`config.mk`:
```
export PLATFORM = sky130hd
export DESIGN_NAME = irq_rst_unit
export DESIGN_NICKNAME = d
export VERILOG_FILES = /design/src/verilog/irq_rst_pkg.sv /design/src/verilog/irq_rst_unit.sv
export SDC_FILE = /design/constraint.sdc
export NUM_CORES = 1
export LEC_CHECK = 0
export ABC_AREA = 1
export BUFFER_PORTS_ARGS = -buffer_cell sky130_fd_sc_hd__clkbuf_2
export CAP_MARGIN = 20
export CORE_MARGIN = 2
export CORE_UTILIZATION = 35
export DETAILED_ROUTE_END_ITERATION = 8
export HOLD_SLACK_MARGIN = 0.08
export PLACE_DENSITY = 0.55
export SLEW_MARGIN = 30
export SYNTH_ARGS = -nofsm -noshare
export SYNTH_HDL_FRONTEND = slang
export SYNTH_SLANG_ARGS = --single-unit
```
`constraint.sdc`:
```
create_clock -name CORE_CLK_IN -period 1.95 [get_ports CORE_CLK_IN]
set_input_delay 0.195 -clock CORE_CLK_IN [delete_from_list [all_inputs] [get_ports CORE_CLK_IN]]
set_output_delay 0.195 -clock CORE_CLK_IN [all_outputs]
set_load 0.01 [all_outputs]
```
`src/verilog/irq_rst_pkg.sv`:
```
// constants, state layout and register map of the interrupt and reset status unit
// assumes one 250 MHz core clock and a 12-bit AXI4-Lite byte address
package irq_rst_pkg;

    // register indices; the byte address is four times the index
    localparam logic [7:0]  SRC_EN_IDX     = 8'h20;
    localparam logic [7:0]  EP_EN_IDX      = 8'h21;
    localparam logic [7:0]  STATUS_IDX     = 8'hFF;
    localparam int          ADDR_W         = 12;

    // writable bits; the rest read as zero
    localparam logic [7:0]  SRC_EN_MASK    = 8'h77;
    localparam logic [7:0]  EP_EN_MASK     = 8'h1F;

    // status bit positions
    localparam int          ST_RUN         = 0;
    localparam int          ST_GIE         = 2;
    localparam int          ST_SUSPEND     = 3;
    localparam int          ST_POR         = 4;
    localparam int          ST_BUSRST      = 5;
    localparam int          ST_WDR         = 6;
    localparam int          ST_PENDING     = 7;

    // source enable bit positions
    localparam int          EN_BUSRST      = 0;
    localparam int          EN_T128        = 1;
    localparam int          EN_T1MS        = 2;
    localparam int          EN_DAC         = 4;
    localparam int          EN_GPIO        = 5;
    localparam int          EN_TWI         = 6;

    // vector slots, index 0 is the bus reset, slot 8 is reserved
    localparam int          NUM_SLOT       = 12;
    localparam logic [13:0] VEC_FIRST      = 14'h0002;

    localparam logic [1:0]  RESP_OKAY      = 2'h0;
    localparam logic [1:0]  RESP_SLVERR    = 2'h2;

    // timing
    localparam int          CLK_MHZ        = 250;
    localparam int          WDOG_TIME_MS   = 8;
    localparam int          WDOG_CYCLES    = WDOG_TIME_MS * CLK_MHZ * 1000;
    localparam logic [3:0]  CALL_CYCLES    = 4'hA;

    typedef enum logic {SVC_IDLE, SVC_CALL} svc_e;

    typedef struct packed {
        logic [NUM_SLOT-1:0] pend;
        logic [7:0]          src_en;
        logic [7:0]          ep_en;
        logic                gie;
        logic                run;
        logic                susp;
        logic                por;
        logic                busrst;
        logic                dog_timeout_reset;
        svc_e                svc;
        logic [3:0]          cyc;
        logic [13:0]         vec;
        logic                push;
        logic [15:0]         push_data;
        logic                restore;
        logic [15:0]         restore_data;
        logic [31:0]         wd_cnt;
        logic                wd_fire;
        logic                aw_have;
        logic [ADDR_W-1:0]   aw_addr;
        logic                w_have;
        logic [31:0]         wdata;
        logic                wlane0;
        logic                bvalid;
        logic [1:0]          bresp;
        logic                rvalid;
        logic [31:0]         rdata;
        logic [1:0]          rresp;
    } unit_s;

    // power-on state: run and power-on cause set, all else clear
    localparam unit_s RESET_STATE = '{run: 1'b1, por: 1'b1, svc: SVC_IDLE, default: '0};

endpackage : irq_rst_pkg

```
`src/verilog/irq_rst_unit.sv`:
```
// interrupt controller with reset-cause status and a watchdog timer
// assumes events are one-cycle pulses from logic on the core clock and that the
// core pulses INSTR_DONE_IN at each instruction boundary
// Summary of operation
// - a watchdog timeout after 8 ms without a clear sets status bit 6
// - status bit 7 shows that at least one source is pending
// - a source stays pending until enabled and serviced; service clears it
// - power-up loads status with 00010001
// - the watchdog also runs during the start-up suspend, giving 01010001
// - a bus reset seen before firmware looks also sets status bit 5
// - watchdog reset loads 01XX0001, keeping power-on and bus-reset bits
// - each source has an enable bit; one enables, zero disables
// - source enable: bus reset, two timers, converter, pins, two-wire; 3,7 reserved
// - endpoint enable bits 0..4 gate endpoints A0,A1,A2,B0,B1
// - power-on and watchdog resets clear both enable registers; a bus reset does not
// - one pending flop per source, held until serviced or reset
// - only an enabled pending source requests service
// - service starts only at the end of the current instruction
// - service clears the global enable and the pending flop and calls the vector on the same edge
// - the global enable reads at status bit 2
// - the call pushes program counter, carry and zero flags
// - return from service restores them and sets the global enable
// - mask and unmask instructions touch only the global enable
// - status bit 7 reflects pending sources while the global enable is clear
// - lowest vector number wins; bus reset first, two-wire last
// - vectors are two bytes apart from 0x0002 up to 0x0018, slot 8 reserved
// - the forced call lasts 10 clock cycles
`timescale 1ns/1ns
`default_nettype none

module irq_rst_unit
    import irq_rst_pkg::*;
#(
    parameter int WDOG_LIMIT = WDOG_CYCLES
) (
    input  wire logic              CORE_CLK_IN,
    input  wire logic              ARST_N_IN,
    input  wire logic              CLK_EN_IN,
    // AXI4-Lite slave
    input  wire logic [ADDR_W-1:0] AWADDR_IN,
    input  wire logic              AWVALID_IN,
    output logic                   AWREADY_OUT,
    input  wire logic [31:0]       WDATA_IN,
    input  wire logic [3:0]        WSTRB_IN,
    input  wire logic              WVALID_IN,
    output logic                   WREADY_OUT,
    output logic [1:0]             BRESP_OUT,
    output logic                   BVALID_OUT,
    input  wire logic              BREADY_IN,
    input  wire logic [ADDR_W-1:0] ARADDR_IN,
    input  wire logic              ARVALID_IN,
    output logic                   ARREADY_OUT,
    output logic [31:0]            RDATA_OUT,
    output logic [1:0]             RRESP_OUT,
    output logic                   RVALID_OUT,
    input  wire logic              RREADY_IN,
    // source events, one-cycle pulses
    input  wire logic              BUS_RESET_EVT_IN,
    input  wire logic              TICK_128US_EVT_IN,
    input  wire logic              TICK_1MS_EVT_IN,
    input  wire logic [4:0]        ENDPOINT_EVT_IN,
    input  wire logic              DAC_EVT_IN,
    input  wire logic              GPIO_EVT_IN,
    input  wire logic              TWI_EVT_IN,
    // watchdog
    input  wire logic              DOG_CLEAR_IN,
    output logic                   DOG_TIMEOUT_RESET_OUT,
    // processor core
    input  wire logic              INSTR_DONE_IN,
    input  wire logic              MASK_ALL_INSTR_IN,
    input  wire logic              UNMASK_ALL_INSTR_IN,
    input  wire logic              RETURN_FROM_SERVICE_INSTR_IN,
    input  wire logic [13:0]       PC_IN,
    input  wire logic              CARRY_FLAG_IN,
    input  wire logic              ZERO_FLAG_IN,
    input  wire logic [15:0]       STACK_POP_DATA_IN,
    output logic                   CALL_START_OUT,
    output logic                   CALL_BUSY_OUT,
    output logic [13:0]            CALL_VECTOR_OUT,
    output logic                   STACK_PUSH_OUT,
    output logic [15:0]            STACK_PUSH_DATA_OUT,
    output logic                   RESTORE_OUT,
    output logic [13:0]            RESTORE_PC_OUT,
    output logic                   RESTORE_CARRY_OUT,
    output logic                   RESTORE_ZERO_OUT,
    output logic                   GLOBAL_ENABLE_OUT,
    output logic                   IRQ_PENDING_OUT,
    output logic                   RUN_OUT,
    output logic                   SUSPEND_OUT
);

    if (WDOG_LIMIT < 2) begin : g_bad_limit
        $error("WDOG_LIMIT must be at least 2");
    end

    localparam logic [31:0] WD_LAST = 32'(WDOG_LIMIT - 1);

    unit_s               s_q;
    unit_s               s_d;
    logic [NUM_SLOT-1:0] evt;
    logic [NUM_SLOT-1:0] en_map;
    logic [NUM_SLOT-1:0] req;
    logic [3:0]          win_idx;
    logic                win_hit;
    logic [7:0]          status;
    logic [7:0]          rd_idx;
    logic [7:0]          wr_idx;
    logic                rd_map;
    logic                wr_map;

    // slot order sets priority and vector address
    assign evt = {TWI_EVT_IN, GPIO_EVT_IN, DAC_EVT_IN, 1'b0, ENDPOINT_EVT_IN,
                  TICK_1MS_EVT_IN, TICK_128US_EVT_IN, BUS_RESET_EVT_IN};
    assign en_map = {s_q.src_en[EN_TWI], s_q.src_en[EN_GPIO], s_q.src_en[EN_DAC], 1'b0,
                     s_q.ep_en[4:0], s_q.src_en[EN_T1MS], s_q.src_en[EN_T128],
                     s_q.src_en[EN_BUSRST]};
    assign req = s_q.pend & en_map;

    // lowest slot wins
    always_comb begin
        win_idx = 4'h0;
        win_hit = 1'b0;
        for (int i = NUM_SLOT - 1; i >= 0; i--) begin
            if (req[i]) begin
                win_idx = 4'(i);
                win_hit = 1'b1;
            end
        end
    end

    // pending summary ignores the global enable so firmware can poll it
    assign status = {|s_q.pend, s_q.dog_timeout_reset, s_q.busrst, s_q.por, s_q.susp,
                     s_q.gie, 1'b0, s_q.run};

    // decode of word-aligned offsets; low address bits are ignored
    assign rd_idx = ARADDR_IN[9:2];
    assign wr_idx = s_q.aw_addr[9:2];
    assign rd_map = (ARADDR_IN[ADDR_W-1:10] == '0) &&
                    (rd_idx == SRC_EN_IDX || rd_idx == EP_EN_IDX || rd_idx == STATUS_IDX);
    assign wr_map = (s_q.aw_addr[ADDR_W-1:10] == '0) &&
                    (wr_idx == SRC_EN_IDX || wr_idx == EP_EN_IDX || wr_idx == STATUS_IDX);

    always_comb begin
        s_d = s_q;
        s_d.push = 1'b0;
        s_d.restore = 1'b0;
        s_d.wd_fire = 1'b0;

        // register bus, write side: address and data may arrive in either order
        if (AWVALID_IN && !s_q.aw_have && !s_q.bvalid) begin
            s_d.aw_have = 1'b1;
            s_d.aw_addr = AWADDR_IN;
        end
        if (WVALID_IN && !s_q.w_have && !s_q.bvalid) begin
            s_d.w_have = 1'b1;
            s_d.wdata = WDATA_IN;
            s_d.wlane0 = WSTRB_IN[0];
        end
        if (s_q.aw_have && s_q.w_have) begin
            s_d.aw_have = 1'b0;
            s_d.w_have = 1'b0;
            s_d.bvalid = 1'b1;
            s_d.bresp = wr_map ? RESP_OKAY : RESP_SLVERR;
            if (s_q.wlane0) begin
                case (wr_idx)
                    SRC_EN_IDX: s_d.src_en = s_q.wdata[7:0] & SRC_EN_MASK;
                    EP_EN_IDX:  s_d.ep_en = s_q.wdata[7:0] & EP_EN_MASK;
                    STATUS_IDX: begin
                        // the enable sense and pending bits are not writable
                        s_d.run = s_q.wdata[ST_RUN];
                        s_d.susp = s_q.wdata[ST_SUSPEND];
                        s_d.por = s_q.wdata[ST_POR];
                        s_d.busrst = s_q.wdata[ST_BUSRST];
                        s_d.dog_timeout_reset = s_q.wdata[ST_WDR];
                    end
                    default: ;
                endcase
            end
        end else if (s_q.bvalid && BREADY_IN) begin
            s_d.bvalid = 1'b0;
        end

        // register bus, read side
        if (s_q.rvalid) begin
            if (RREADY_IN) begin
                s_d.rvalid = 1'b0;
            end
        end else if (ARVALID_IN) begin
            s_d.rvalid = 1'b1;
            s_d.rresp = rd_map ? RESP_OKAY : RESP_SLVERR;
            case (rd_idx)
                SRC_EN_IDX: s_d.rdata = {24'h000000, s_q.src_en};
                EP_EN_IDX:  s_d.rdata = {24'h000000, s_q.ep_en};
                STATUS_IDX: s_d.rdata = {24'h000000, status};
                default:    s_d.rdata = 32'h00000000;
            endcase
            if (!rd_map) begin
                s_d.rdata = 32'h00000000;
            end
        end

        // global enable instructions
        if (MASK_ALL_INSTR_IN) begin
            s_d.gie = 1'b0;
        end
        if (UNMASK_ALL_INSTR_IN) begin
            s_d.gie = 1'b1;
        end
        if (RETURN_FROM_SERVICE_INSTR_IN) begin
            s_d.gie = 1'b1;
            s_d.restore = 1'b1;
            s_d.restore_data = STACK_POP_DATA_IN;
        end

        // service sequence
        case (s_q.svc)
            SVC_IDLE: begin
                if (INSTR_DONE_IN && s_q.gie && win_hit) begin
                    s_d.gie = 1'b0;
                    s_d.pend[win_idx] = 1'b0;
                    s_d.vec = VEC_FIRST + {9'h000, win_idx, 1'b0};
                    s_d.push = 1'b1;
                    s_d.push_data = {ZERO_FLAG_IN, CARRY_FLAG_IN, PC_IN};
                    s_d.svc = SVC_CALL;
                    s_d.cyc = 4'h0;
                end
            end
            SVC_CALL: begin
                s_d.cyc = s_q.cyc + 4'h1;
                if (s_q.cyc == CALL_CYCLES - 4'h1) begin
                    s_d.svc = SVC_IDLE;
                end
            end
            default: s_d.svc = SVC_IDLE;
        endcase

        // a new event wins over the service clear of its pending flop
        s_d.pend = s_d.pend | evt;
        if (BUS_RESET_EVT_IN) begin
            s_d.busrst = 1'b1;
        end

        // watchdog: the counter keeps running through the start-up suspend
        if (DOG_CLEAR_IN) begin
            s_d.wd_cnt = 32'h00000000;
        end else begin
            s_d.wd_cnt = s_q.wd_cnt + 32'h00000001;
        end
        if (!DOG_CLEAR_IN && s_q.wd_cnt == WD_LAST) begin
            // whole-unit restart except the power-on and bus-reset causes
            s_d = RESET_STATE;
            s_d.por = s_q.por;
            s_d.busrst = s_q.busrst;
            s_d.dog_timeout_reset = 1'b1;
            s_d.wd_fire = 1'b1;
            s_d.src_en = 8'h00;
            s_d.ep_en = 8'h00;
        end
    end

    // power-on reset loads the status register and clears both enables
    always_ff @(posedge CORE_CLK_IN or negedge ARST_N_IN) begin
        if (!ARST_N_IN) begin
            s_q <= RESET_STATE;
        end else if (CLK_EN_IN) begin
            s_q <= s_d;
        end
    end

    assign AWREADY_OUT           = !s_q.aw_have && !s_q.bvalid;
    assign WREADY_OUT            = !s_q.w_have && !s_q.bvalid;
    assign BVALID_OUT            = s_q.bvalid;
    assign BRESP_OUT             = s_q.bresp;
    assign ARREADY_OUT           = !s_q.rvalid;
    assign RVALID_OUT            = s_q.rvalid;
    assign RDATA_OUT             = s_q.rdata;
    assign RRESP_OUT             = s_q.rresp;
    assign DOG_TIMEOUT_RESET_OUT = s_q.wd_fire;
    assign CALL_START_OUT        = s_q.push;
    assign CALL_BUSY_OUT         = (s_q.svc == SVC_CALL);
    assign CALL_VECTOR_OUT       = s_q.vec;
    assign STACK_PUSH_OUT        = s_q.push;
    assign STACK_PUSH_DATA_OUT   = s_q.push_data;
    assign RESTORE_OUT           = s_q.restore;
    assign RESTORE_PC_OUT        = s_q.restore_data[13:0];
    assign RESTORE_CARRY_OUT     = s_q.restore_data[14];
    assign RESTORE_ZERO_OUT      = s_q.restore_data[15];
    assign GLOBAL_ENABLE_OUT     = s_q.gie;
    assign IRQ_PENDING_OUT       = |s_q.pend;
    assign RUN_OUT               = s_q.run;
    assign SUSPEND_OUT           = s_q.susp;

endmodule : irq_rst_unit

`default_nettype wire
```
==> flow_metrics.py <==
metrics = {
    "status": {
        "status": "completed",
    },
    "timing": {
        "fin_ws_ns": 0.0492,
        "slew_viol_final": 0,
        "fin_crit_ns": 1.90,
        "hold_violations": 0,
        "maxSlewHeadroom": 0.644,
        "fmax_mhz": 526,
        "worst_hold_slack_ns": 0.0909,
        "rsz0062_at_grt": "true",
        "setup_viol": 0,
        "post-route-period-util": 0.975,
        "finalClockSkew_ns": 0.00707,
        "fin_tns_setup_ns": 0,
        "worst_slew_pin_slew_ns": 0.534,
    },
    "worst_setup_path": {
        "critPathTopFamily": "simple AND/OR/NAND/NOR gates",
        "crit_required_ns": 2.26,
        "crit_path_max_fanout": 18,
        "rr_endpoint": "CALL_VECTOR_OUT[4]$_DFFE_PN0P_",
        "end_kind": "flip-flop",
        "r2r-start": "s_q[86]$_DFFE_PN0P_",
        "path_cells": "ha_4 > nand3_4 > clkinv_2 > nand4_1 > nor3_4 > nand3_4 > nand2_8 > buf_6 > nor2_4 > buf_12 > nand2_1 > nand2_1",
        "startpoint": "s_q[86]$_DFFE_PN0P_",
        "slowest_stage": "dfrtp_1",
        "cp-endpoint": "CALL_VECTOR_OUT[4]$_DFFE_PN0P_",
        "worstPathArrival_ns": 2.21,
        "path_depth": 12,
        "startpoint_type": "flip-flop",
        "critPathBufInv": 3,
        "reg2reg_slack_ns": 0.05,
        "crit_type": "reg2reg",
        "rr_worst_depth": 12,
        "slowest_delay_ns": 0.40,
    },
    "run": {
        "cap_violations": 0,
    },
    "cells_and_area": {
        "n_antenna_cell": 0,
        "syn_to_final_growth_pct": 32.0,
        "layout_common_cells": "nand2_1, clkbuf_2, dfrtp_1, nand3_1, inv_1",
        "drive_gt1_frac": 0.276,
        "final_common_cell": "nand2_1",
        "final_util": 0.465,
        "nNetsFinal": 1340,
        "fillerInstances": 2210,
    },
    "pwr": {
        "cellLeakagePower_nw": 5.25,
        "vdd_drop_max_mv": 0.658,
        "power_mw": 9.16,
        "powerDensity_nw_per_um2": 878,
    },
    "route": {
        "wl_per_cell_um": 14.6,
        "drcViolationCount": 0,
        "dr_total_vias": 7234,
        "wirelength_mm": 22.1,
        "drtIter0Drc": 512,
        "firstDrtPassIters": 5,
        "routed_via_density": 4.77,
        "ant_nets": 0,
    },
    "die": {
        "die_w_um": 154,
        "start_util": 0.353,
        "ios": 212,
        "num_rows": 55,
        "coreArea_um2": 22400,
        "die_h_um": 154,
        "die_area_um2": 23800,
    },
    "clock_network": {
        "root_buffer": "clkbuf_16",
        "path_clk_slew_ns": 0.06,
        "insertion_delay_ns": 0.42,
        "cts-buffers-inserted": 17,
        "htreeDepth": 4,
        "clk_path_buf_depth": 2,
        "cts_sinks": 138,
        "cts_tree": "yes",
    },
    "placed_design": {
        "globalplace.congestion": 0.860,
        "io_buffers": 144,
        "dp_hpwl_mm": 15.9,
        "place_ws_ns": -0.0188,
    },
    "yosys": {
        "synth_edf_count": 0,
        "synth_cells": 1002,
        "synth_flop_cell": "dfrtp_1",
        "ys_top_cells_by_area": "dfrtp_1, nand2_1, buf_4, nand3_1, inv_1",
        "seq_area_frac_synth": 0.437,
        "yosys.cell_types.count": 54,
        "synth-seq-cells": 138,
        "netlist_area_um2": 7910,
        "yosysTopAreaCellShare": 0.430,
        "yosysWarnings": 0,
        "synth_top_area_cell": "dfrtp_1",
        "syn_area_per_cell_um2": 7.89,
        "async_flop_share": 1.00,
    },
    "grt": {
        "grt_pass1_vias": 6955,
        "grt-ovfl-total": 0,
        "grt_max_degree": 61,
        "antenna_found_initial": 0,
        "track_usage": 0.186,
        "grt_pass1_wl_mm": 35.8,
    },
    "hold_path": {
        "min_path_type": "in2reg",
    },
}
[Yosys cell counts (3+ instances only)]
library cell  number
o31ai_1            6
o21ai_1            9
nand2_1          299
nand2_2            7
clkbuf_1           6
buf_4             83
o211ai_1           3
nand3_1          102
nor2_4             4
xor2_1            13
buf_2              8
o21ai_0           32
a21oi_1           17
nor2_1            57
nor4_1             7
dfrtp_1          136
nor3_1            32
o22ai_1           11
nand4_1           21
a22o_1             4
buf_6              6
nor2_2             4
inv_2             12
inv_1             74
ha_1               5
nor3_2             5
[worst reg2reg max path: stages, from the launching register on]
cell,delay [ns]
dfrtp_1,0.40
ha_4,0.17
nand3_4,0.10
clkinv_2,0.07
nand4_1,0.16
nor3_4,0.24
nand3_4,0.13
nand2_8,0.10
buf_6,0.11
nor2_4,0.04
buf_12,0.14
nand2_1,0.07
nand2_1,0.05
[where the power goes]
group	total (mW)	switching (mW)	internal (mW)	leakage, nW
combinational	1.95	1.13	0.818	3.17
sequential	3.75	0.406	3.34	1.79
clock	3.47	1.32	2.15	0.298
[per-layer routing]
metal  track usage  up-vias  share of wire
met5             0        -              0
met4        0.0472        0          0.015
met3        0.0317       27          0.051
met2         0.305      219           0.46
met1         0.258     3387           0.47
li1              -     3601              -
[cells by family (layout without fill, tap and decap cells)]
kind of cell	after synthesis	count (layout)	synth area share
other cells	1	35	0.000474
flops	138	138	0.437
compound gates	87	87	0.0652
simple gates	561	562	0.333
fa+ha+maj	5	5	0.00791
xor+xnor	15	15	0.0166
buf+inv	195	390	0.140
[metrics by stage]
step	instances	instance area [µm²]
finish	1517	10400
global route	1517	10400
CTS	1509	10100
detailed placement	1410	8790
global placement	1410	8790
floorplan	1036	8040
[flip-flops by register name (all words and copies together), names as in the netlist, 5 cells and up]
name	cells
RDATA_OUT	8
STACK_PUSH_DATA_OUT	16
CALL_VECTOR_OUT	5
en_map	11
s_q	71
RESTORE_PC_OUT	14
[worst min-delay path by stage]
stage | slack, ns | endpoint | from | cells after the start
6_report | 0.09 | s_q[198]$_DFFE_PN0P_ | ENDPOINT_EVT_IN[2] | 3
2_1_floorplan | -0.10 | BRESP_OUT[1]$_DFFE_PN0P_ | ARST_N_IN | 0
3_3_place_gp | 0.14 | s_q[93]$_DFFE_PN0P_ | ARST_N_IN | 1
4_1_cts | 0.09 | RVALID_OUT$_DFFE_PN0P_ | RREADY_IN | 4
3_5_place_dp | 0.15 | s_q[93]$_DFFE_PN0P_ | ARST_N_IN | 1
5_1_grt | 0.1 | RVALID_OUT$_DFFE_PN0P_ | RREADY_IN | 4
[layout make-up]
| cell class | count | area, µm² | share of cell area |
|---|---|---|---|
| multi-input combinational | 704 | 3720 | 0.356 |
| sequential | 138 | 3460 | 0.331 |
| timing repair buffer | 267 | 1930 | 0.185 |
| clock buffer | 18 | 429 | 0.0411 |
| inverter | 91 | 358 | 0.0343 |
| tap | 285 | 357 | 0.0341 |
| clock inverter | 14 | 193 | 0.0185 |
[what timing repair did]
item	CTS	global route
hold buffers	62	0
gates resized for setup	7	69
hold endpoints to repair	99	0
cloned	0	2
endpoints found under the setup margin	39	121
pin swaps	5	9
buffers inserted	5	7
(Power assumes the default switching activity.)
